<file path="config.mk">
export PLATFORM = sky130hd
export DESIGN_NAME = hstc_cmp_out
export DESIGN_NICKNAME = d
export VERILOG_FILES = /design/src/hstc_pkg.sv /design/src/hstc_cmp_out.sv
export SDC_FILE = /design/constraint.sdc
export NUM_CORES = 1
export LEC_CHECK = 0
export ABC_CLOCK_PERIOD_IN_PS = 2250
export BUFFER_PORTS_ARGS = -buffer_cell sky130_fd_sc_hd__buf_2
export CORE_ASPECT_RATIO = 0.75
export CORE_MARGIN = 5
export CORE_UTILIZATION = 47
export CTS_CLUSTER_SIZE = 12
export DETAILED_ROUTE_END_ITERATION = 10
export GPL_ROUTABILITY_DRIVEN = 0
export PLACE_DENSITY = 0.8
export SKIP_LAST_GASP = 1
export SLEW_MARGIN = 10
export SYNTH_ARGS = -nofsm -noshare
export SYNTH_HDL_FRONTEND = slang
export SYNTH_SLANG_ARGS = --single-unit
</file>
<file path="constraint.sdc">
create_clock -name clk_in -period 2.25 [get_ports clk_in]
set_input_delay 0.1125 -clock clk_in [delete_from_list [all_inputs] [get_ports clk_in]]
set_output_delay 0.1125 -clock clk_in [all_outputs]
set_load 0.1 [all_outputs]
</file>
<file path="src/hstc_pkg.sv">
// shared constants, types and register map of the compare-output control
package hstc_pkg;

   // ---------------------------------------------------------------
   // widths
   // ---------------------------------------------------------------
   localparam int ADDR_W = 4;
   localparam int DATA_W = 8;
   localparam int CNT_W  = 10;

   // ---------------------------------------------------------------
   // register offsets
   // ---------------------------------------------------------------
   localparam logic [ADDR_W-1:0] OFS_CTRL_A   = 4'h0;
   localparam logic [ADDR_W-1:0] OFS_WAVE_CFG = 4'h1;
   localparam logic [ADDR_W-1:0] OFS_STATUS   = 4'h2;

   // ---------------------------------------------------------------
   // field positions
   // ---------------------------------------------------------------
   localparam int CA_MODE_HI = 7;
   localparam int CA_MODE_LO = 6;
   localparam int CB_MODE_HI = 5;
   localparam int CB_MODE_LO = 4;
   localparam int CA_FORCE   = 3;
   localparam int CA_PWM     = 1;
   localparam int CB_PWM     = 0;
   localparam int WG_LO      = 0;
   localparam int WG_HI      = 1;
   localparam int ST_WAVE_A  = 0;
   localparam int ST_WAVE_B  = 1;
   localparam int ST_OVR_LO  = 4;
   localparam int ST_OVR_HI  = 7;

   // ---------------------------------------------------------------
   // reset values and masks
   // ---------------------------------------------------------------
   localparam logic [DATA_W-1:0] CTRL_A_RST   = 8'h00;
   localparam logic [DATA_W-1:0] CTRL_A_STORE = 8'hF3;
   localparam logic [DATA_W-1:0] WAVE_CFG_RST = 8'h00;
   localparam logic [DATA_W-1:0] WAVE_CFG_MSK = 8'h03;
   localparam logic [DATA_W-1:0] RD_NONE      = 8'h00;
   localparam logic [CNT_W-1:0]  CNT_BOTTOM   = 10'h000;

   // ---------------------------------------------------------------
   // output-mode field codes and waveform modes
   // ---------------------------------------------------------------
   localparam logic [1:0] OM_PORT   = 2'h0;
   localparam logic [1:0] OM_TOGGLE = 2'h1;
   localparam logic [1:0] OM_CLEAR  = 2'h2;
   localparam logic [1:0] OM_SET    = 2'h3;

   typedef enum logic [4:0] {
      WM_NORMAL = 5'h01,
      WM_FAST   = 5'h02,
      WM_PFC    = 5'h04,
      WM_SIX_SS = 5'h08,
      WM_SIX_DS = 5'h10
   } hstc_wmode_t;

   typedef struct packed {
      logic a;
      logic a_n;
      logic b;
      logic b_n;
   } hstc_pins_t;

   typedef struct packed {
      logic [ADDR_W-1:0] addr;
      logic [DATA_W-1:0] wdata;
      logic              wr;
      logic              rd;
   } hstc_bus_req_t;

endpackage : hstc_pkg

</file>
<file path="src/hstc_cmp_out.sv">
// compare-output control for channels a and b of the high-speed timer
//
// Design decisions made here: the register offsets and the address-and-strobe port.
module hstc_cmp_out (
   input  wire logic                        clk_in,
   input  wire logic                        arst_n_in,
   input  wire hstc_pkg::hstc_bus_req_t     bus_req_in,
   output logic [hstc_pkg::DATA_W-1:0]      bus_rdata_out,
   input  wire logic [hstc_pkg::CNT_W-1:0]  hs_counter_value_in,
   input  wire logic                        count_down_in,
   input  wire logic                        timer_tick_in,
   input  wire logic [hstc_pkg::CNT_W-1:0]  chan_a_compare_value_in,
   input  wire logic [hstc_pkg::CNT_W-1:0]  chan_b_compare_value_in,
   input  wire hstc_pkg::hstc_pins_t        port_dir_in,
   output hstc_pkg::hstc_pins_t             pin_val_out,
   output hstc_pkg::hstc_pins_t             pin_ovr_out,
   output hstc_pkg::hstc_pins_t             pin_oe_out,
   output logic                             chan_a_waveform_out,
   output logic                             chan_b_waveform_out,
   output logic                             chan_a_match_out,
   output logic                             chan_b_match_out
);
   import hstc_pkg::*;

   // ---------------------------------------------------------------
   // functions
   // ---------------------------------------------------------------

   // comparator shared by both channels
   function automatic logic cmp_eq(
      input logic [CNT_W-1:0] cnt,
      input logic [CNT_W-1:0] cmp
   );
      cmp_eq = (cnt == cmp);
   endfunction : cmp_eq

   // channel b never sees the high mode bit, so six-output is a only
   function automatic hstc_wmode_t mode_of(
      input logic pwm_en,
      input logic wg_lo,
      input logic wg_hi
   );
      hstc_wmode_t m;
      m = WM_NORMAL;
      if (pwm_en) begin
         unique case ({wg_hi, wg_lo})
            2'b00: m = WM_FAST;
            2'b01: m = WM_PFC;
            2'b10: m = WM_SIX_SS;
            2'b11: m = WM_SIX_DS;
         endcase
      end
      mode_of = m;
   endfunction : mode_of

   // next waveform level from mode, field and timer events
   function automatic logic wave_next(
      input hstc_wmode_t m,
      input logic [1:0]  f,
      input logic        cur,
      input logic        match,
      input logic        zero,
      input logic        down
   );
      logic r;
      r = cur;
      // field 00 leaves the level alone
      if (f != OM_PORT) begin
         unique case (m)
            WM_NORMAL: begin
               if (match) begin
                  r = (f == OM_TOGGLE) ? ~cur : (f == OM_SET);
               end
            end
            WM_FAST, WM_SIX_SS: begin
               // match taken after zero so a compare of 0 wins
               if (zero) begin
                  r = (f != OM_SET);
               end
               if (match) begin
                  r = (f == OM_SET);
               end
            end
            WM_PFC, WM_SIX_DS: begin
               if (match) begin
                  r = (f == OM_SET) ^ down;
               end
            end
         endcase
      end
      wave_next = r;
   endfunction : wave_next

   // ---------------------------------------------------------------
   // registers
   // ---------------------------------------------------------------
   logic [DATA_W-1:0] ctrl_a_r;
   logic [DATA_W-1:0] ctrl_a_nxt;
   logic [DATA_W-1:0] wave_cfg_r;
   logic [DATA_W-1:0] wave_cfg_nxt;
   logic              wave_a_r;
   logic              wave_a_nxt;
   logic              wave_b_r;
   logic              wave_b_nxt;
   logic [DATA_W-1:0] rdata_nxt;
   hstc_pins_t        pin_val_nxt;
   hstc_pins_t        pin_ovr_nxt;
   hstc_pins_t        pin_oe_nxt;

   // ---------------------------------------------------------------
   // bus decode
   // ---------------------------------------------------------------
   wire logic wr_ctrl;
   wire logic wr_cfg;
   wire logic rd_ctrl;
   wire logic rd_cfg;
   wire logic rd_stat;

   assign wr_ctrl = bus_req_in.wr && (bus_req_in.addr == OFS_CTRL_A);
   assign wr_cfg  = bus_req_in.wr && (bus_req_in.addr == OFS_WAVE_CFG);
   assign rd_ctrl = bus_req_in.rd && (bus_req_in.addr == OFS_CTRL_A);
   assign rd_cfg  = bus_req_in.rd && (bus_req_in.addr == OFS_WAVE_CFG);
   assign rd_stat = bus_req_in.rd && (bus_req_in.addr == OFS_STATUS);

   // force is a strobe, never stored
   assign ctrl_a_nxt = wr_ctrl ? (bus_req_in.wdata & CTRL_A_STORE)
                               : ctrl_a_r;
   assign wave_cfg_nxt = wr_cfg ? (bus_req_in.wdata & WAVE_CFG_MSK)
                                : wave_cfg_r;

   // ---------------------------------------------------------------
   // mode decode, from the values that take effect this edge
   // ---------------------------------------------------------------
   wire logic [1:0]  field_a;
   wire logic [1:0]  field_b;
   hstc_wmode_t      mode_a;
   hstc_wmode_t      mode_b;
   wire logic        six_a;

   assign field_a = {ctrl_a_nxt[CA_MODE_HI], ctrl_a_nxt[CA_MODE_LO]};
   assign field_b = {ctrl_a_nxt[CB_MODE_HI], ctrl_a_nxt[CB_MODE_LO]};
   assign mode_a  = mode_of(ctrl_a_nxt[CA_PWM], wave_cfg_nxt[WG_LO],
                            wave_cfg_nxt[WG_HI]);
   assign mode_b  = mode_of(ctrl_a_nxt[CB_PWM], wave_cfg_nxt[WG_LO],
                            1'b0);
   assign six_a   = (mode_a == WM_SIX_SS) || (mode_a == WM_SIX_DS);

   // ---------------------------------------------------------------
   // timer events
   // ---------------------------------------------------------------
   wire logic match_a;
   wire logic match_b;
   wire logic at_zero;
   wire logic force_a;

   assign match_a = timer_tick_in &&
                    cmp_eq(hs_counter_value_in, chan_a_compare_value_in);
   assign match_b = timer_tick_in &&
                    cmp_eq(hs_counter_value_in, chan_b_compare_value_in);
   assign at_zero = timer_tick_in &&
                    cmp_eq(hs_counter_value_in, CNT_BOTTOM);
   assign force_a = wr_ctrl && bus_req_in.wdata[CA_FORCE] &&
                    !ctrl_a_nxt[CA_PWM];

   // ---------------------------------------------------------------
   // waveform generation
   // ---------------------------------------------------------------
   assign wave_a_nxt = wave_next(mode_a, field_a, wave_a_r,
                                 match_a || force_a, at_zero,
                                 count_down_in);
   assign wave_b_nxt = wave_next(mode_b, field_b, wave_b_r,
                                 match_b, at_zero, count_down_in);

   // ---------------------------------------------------------------
   // pin connection
   // ---------------------------------------------------------------
   wire logic a_true;
   wire logic a_comp;
   wire logic b_true;
   wire logic b_comp;

   assign a_true = (field_a != OM_PORT);
   // complement never joins in non-pwm operation
   assign a_comp = six_a ? a_true
                 : (mode_a != WM_NORMAL) && (field_a == OM_TOGGLE);
   // in six-output mode every pair follows channel a
   assign b_true = six_a ? a_true : (field_b != OM_PORT);
   assign b_comp = six_a ? a_true
                 : (mode_b != WM_NORMAL) && (field_b == OM_TOGGLE);

   assign pin_val_nxt.a   = wave_a_nxt;
   assign pin_val_nxt.a_n = ~wave_a_nxt;
   assign pin_val_nxt.b   = six_a ? wave_a_nxt : wave_b_nxt;
   assign pin_val_nxt.b_n = six_a ? ~wave_a_nxt : ~wave_b_nxt;

   assign pin_ovr_nxt.a   = a_true;
   assign pin_ovr_nxt.a_n = a_comp;
   assign pin_ovr_nxt.b   = b_true;
   assign pin_ovr_nxt.b_n = b_comp;

   // the driver stays off until software sets the direction bit
   assign pin_oe_nxt = pin_ovr_nxt & port_dir_in;

   // ---------------------------------------------------------------
   // read path
   // ---------------------------------------------------------------
   wire logic [DATA_W-1:0] stat_word;

   assign stat_word = {pin_ovr_out.a, pin_ovr_out.a_n,
                       pin_ovr_out.b, pin_ovr_out.b_n,
                       2'b00, wave_b_r, wave_a_r};
   // force bit masked out of the stored copy, so it reads zero
   assign rdata_nxt = rd_ctrl ? ctrl_a_r
                    : rd_cfg  ? wave_cfg_r
                    : rd_stat ? stat_word
                    : RD_NONE;

   // ---------------------------------------------------------------
   // flip-flops
   // ---------------------------------------------------------------
   always_ff @(posedge clk_in or negedge arst_n_in) begin
      if (!arst_n_in) begin
         ctrl_a_r   <= CTRL_A_RST;
         wave_cfg_r <= WAVE_CFG_RST;
         wave_a_r   <= 1'b0;
         wave_b_r   <= 1'b0;
      end else begin
         ctrl_a_r   <= ctrl_a_nxt;
         wave_cfg_r <= wave_cfg_nxt;
         wave_a_r   <= wave_a_nxt;
         wave_b_r   <= wave_b_nxt;
      end
   end

   always_ff @(posedge clk_in or negedge arst_n_in) begin
      if (!arst_n_in) begin
         pin_val_out   <= '0;
         pin_ovr_out   <= '0;
         pin_oe_out    <= '0;
         bus_rdata_out <= RD_NONE;
      end else begin
         pin_val_out   <= pin_val_nxt;
         pin_ovr_out   <= pin_ovr_nxt;
         pin_oe_out    <= pin_oe_nxt;
         bus_rdata_out <= rdata_nxt;
      end
   end

   // match pulses feed interrupt logic outside; force never shows here
   always_ff @(posedge clk_in or negedge arst_n_in) begin
      if (!arst_n_in) begin
         chan_a_match_out    <= 1'b0;
         chan_b_match_out    <= 1'b0;
         chan_a_waveform_out <= 1'b0;
         chan_b_waveform_out <= 1'b0;
      end else begin
         chan_a_match_out    <= match_a;
         chan_b_match_out    <= match_b;
         chan_a_waveform_out <= wave_a_nxt;
         chan_b_waveform_out <= wave_b_nxt;
      end
   end

endmodule : hstc_cmp_out

</file>
==> impl_metrics.yaml <==
status:
  status: "completed"
timing:
  fin_skew_ps: 5.20
  report.final.hold_viol_count: 0
  fin_crit_ps: 2010
  fmax_ghz: 0.496
  setup-violations-final: 0
  worst_pin_slew_ps: 623
  fin_tns_setup_ps: 0
  report.final.slew_viol_count: 0
  rsz0062_at_grt: "no"
  timing.slew.headroom: 0.585
  finalCritPeriodShare: 0.895
layout:
  drive_above_1_share: 0.455
  fillCellCount: 292
  finalNonFillerCells: 305
  area_growth_pct: 37.6
  antenna-diode-count: 0
  nNetsFinal: 304
  commonest_cells_after_routing_fill_and_taps_aside: "sky130_fd_sc_hd__buf_2 (72), sky130_fd_sc_hd__dfrtp_1 (29), sky130_fd_sc_hd__xnor2_1 (20)"
  layout.cells.most_common: "sky130_fd_sc_hd__buf_2"
yosys:
  synth_async_sr_flop_share: 1.00
  synthFlopType: "sky130_fd_sc_hd__dfrtp_1"
  netlist_instances: 163
  synth-seq-cells: 29
  edff_count_synth: 0
  synth.yosys.seq_area_share: 0.426
  yosysWarningCount: 0
  syn-cell-area_um2: 1710
  synth.distinct_cells: 47
  avgSynthCellArea_um2: 10.5
pwr:
  vdd.ir_drop.worst_uv: 582
  power.density_nw_per_um2: 936
  total_leakage_power_uw: 0.00112
worst_setup_path:
  r2r_cells: 6
  worstPathBufferInverterCount: 1
  worst-endpoint-arrival_ps: 2180
  timing.critical_path.fanout_max: 5
  crit_path_start_kind: "primary input"
  most_frequent_cell_on_the_critical_path: "sky130_fd_sc_hd__or4b_4"
  critPathKind: "in -> reg"
  reg2reg_setup_slack_ps: 350
  worstReg2RegEnd: "pin_val_out[1]"
  endpoint_kind: "register"
  cp_cell_sequence: "buf_2 > or4b_4 > or4b_4 > nand3_1 > nand2_1 > nor4bb_1 > nand2b_2 > mux2_4"
  reg2reg_from: "wave_cfg_r[0]"
  timing.critical_path.slowest_cell_delay_ps: 600
  required_ps: 2410
  cpMaxStageDelayCell: "sky130_fd_sc_hd__or4b_4"
  critical_path.top_delay_family: "simple AND/OR/NAND/NOR gates"
route:
  dr_total_vias: 1536
  drt_pass1_iterations: 4
  drc: 0
  wirelength_um: 4440
  drt_iter0_drc: 101
  antenna_left: 0
  detail_route.vias_per_cell: 5.04
  avgRoutedWirePerCell_um: 14.5
cts:
  insertion_delay_ps: 280
  cts.reportedPaths.clkPinSlew_ps: 60
  ctsRootBufferMaster: "sky130_fd_sc_hd__clkbuf_8"
  post-cts-setup-buffers: 0
  post_cts_hold_buffer_count: 1
  cts-root-to-sink-buffers: 2
  resized_gates_after_cts: 0
  cts-buffers-inserted: 5
  htree_num_levels: 2
  cts_num_sinks: 29
  cts_tree: "yes"
die:
  dieArea_um2: 4950
  die-width_um: 79.6
  num_rows: 19
  floorplan.io_pins: 76
  starting_density_of_the_core: 0.475
  placeableCoreArea_um2: 3590
  die_h_um: 62.2
place:
  placedCellCount: 296
  detailed_place_hpwl_um: 3550
  io_buffer_count: 72
min_path:
  worst_hold_path_cell_count: 2
  hold_class: "in -> reg"
  min_to: "pin_oe_out[1]"
  holdCritStartpoint: "port_dir_in[1]"
global_route:
  global_route.usage.total: 0.191
  vias_in_the_first_global_route: 1530
  grt_max_degree: 30
  grt_pass1_wl_um: 7360
  grt_antenna_before_repair: 0
  grt-ovfl-total: 0
job:
  maxCapViolations: 0
## synthesized netlist by cell type, types with 2 or more instances
library cell | n | share of area
sky130_fd_sc_hd__or4b_4 | 2 | 0.016
sky130_fd_sc_hd__nand3_1 | 5 | 0.015
sky130_fd_sc_hd__nor2_1 | 13 | 0.029
sky130_fd_sc_hd__xnor2_1 | 20 | 0.10
sky130_fd_sc_hd__a21oi_1 | 3 | 0.0088
sky130_fd_sc_hd__nand2_1 | 10 | 0.022
sky130_fd_sc_hd__and2_1 | 4 | 0.015
sky130_fd_sc_hd__nor3_1 | 5 | 0.015
sky130_fd_sc_hd__nand4_1 | 5 | 0.018
sky130_fd_sc_hd__nor3b_1 | 2 | 0.0088
sky130_fd_sc_hd__a31oi_1 | 3 | 0.011
sky130_fd_sc_hd__a2111oi_2 | 2 | 0.018
sky130_fd_sc_hd__inv_1 | 9 | 0.020
sky130_fd_sc_hd__mux2i_1 | 11 | 0.065
sky130_fd_sc_hd__nor4_1 | 2 | 0.0073
sky130_fd_sc_hd__dfrtp_1 | 29 | 0.43
sky130_fd_sc_hd__nor4b_1 | 2 | 0.010
sky130_fd_sc_hd__o21ai_0 | 2 | 0.0059
sky130_fd_sc_hd__buf_4 | 3 | 0.013
sky130_fd_sc_hd__mux2_2 | 4 | 0.026
## worst reg2reg max path, cell delays in order, from the launching register on
cell and delay, ps:
sky130_fd_sc_hd__dfrtp_1 410, sky130_fd_sc_hd__or4b_4 580, sky130_fd_sc_hd__nand3_1 120, sky130_fd_sc_hd__nand2_1 60, sky130_fd_sc_hd__nor4bb_1 130, sky130_fd_sc_hd__nand2b_2 220
sky130_fd_sc_hd__mux2_4 270
## where the power goes
group | total, µW | switching (µW) | internal, µW
clock | 552 | 192 | 361
combinational | 968 | 706 | 262
sequential | 675 | 64.1 | 611
total | 2200 | 962 | 1230
## layout make-up
cell class / count / area, µm² / area share
Multi-Input combinational cell: 120 / 930 / 0.396
Sequential cell: 29 / 726 / 0.309
Timing Repair Buffer: 87 / 475 / 0.203
Clock buffer: 7 / 86.3 / 0.0368
Tap cell: 52 / 65.1 / 0.0277
Inverter: 9 / 33.8 / 0.0144
Clock inverter: 1 / 30.0 / 0.0128
## per-stage QoR
stage	power (µW)	hold WS, ps	util	instance area (µm²)	worst slack (ps)
floorplan	1400	-183	-	1730	23.5
global placement	1630	170	0.618	2220	-4.13
detailed placement	1640	167	0.618	2220	-45.7
CTS	2200	40.2	0.654	2350	245
global route	2290	32.4	0.654	2350	104
finish	2200	39.0	0.654	2350	235
## sequential cells by signal, indices dropped and copies added, names as in the netlist
name and count:
bus_rdata_out 6, ctrl_a_r 6, pin_oe_out 4, pin_ovr_out 4, pin_val_out 3, wave_cfg_r 2, chan_a_match_out 1, chan_a_waveform_out 1
chan_b_match_out 1, chan_b_waveform_out 1
## logic make-up (layout without fill, tap and decap cells)
kind of cell / after synthesis / in the layout / share of synthesized area
AOI/OAI and AO/OA: 21 / 21 / 0.110
buffers and inverters: 15 / 104 / 0.0447
xor gates and xnor gates: 20 / 20 / 0.103
muxes: 17 / 17 / 0.113
other: 1 / 2 / 0.00220
DFF: 29 / 29 / 0.426
and+or+nand+nor: 60 / 60 / 0.202
## metal layers
layer  up-vias  global-route usage  share of wire
met1       746               0.261           0.46
met5         -                   0              0
li1        749                   -              -
met3         2              0.0578          0.050
met2        39               0.302           0.49
met4         0              0.0322         0.0027
## worst max-delay path by stage
stage                                 to      startpoint  cells past startpoint  slack [ps]
after floorplan           pin_val_out[1]  bus_req_in[11]                      9          20
after global placement    pin_val_out[1]  bus_req_in[11]                      8          -4
after detailed placement  pin_val_out[1]  bus_req_in[11]                      8         -50
after CTS                 pin_val_out[1]  bus_req_in[11]                      8         250
after global routing      pin_val_out[1]  bus_req_in[11]                     10         100
final                     pin_val_out[1]  bus_req_in[11]                      8         240
(Power assumes the default switching activity.)
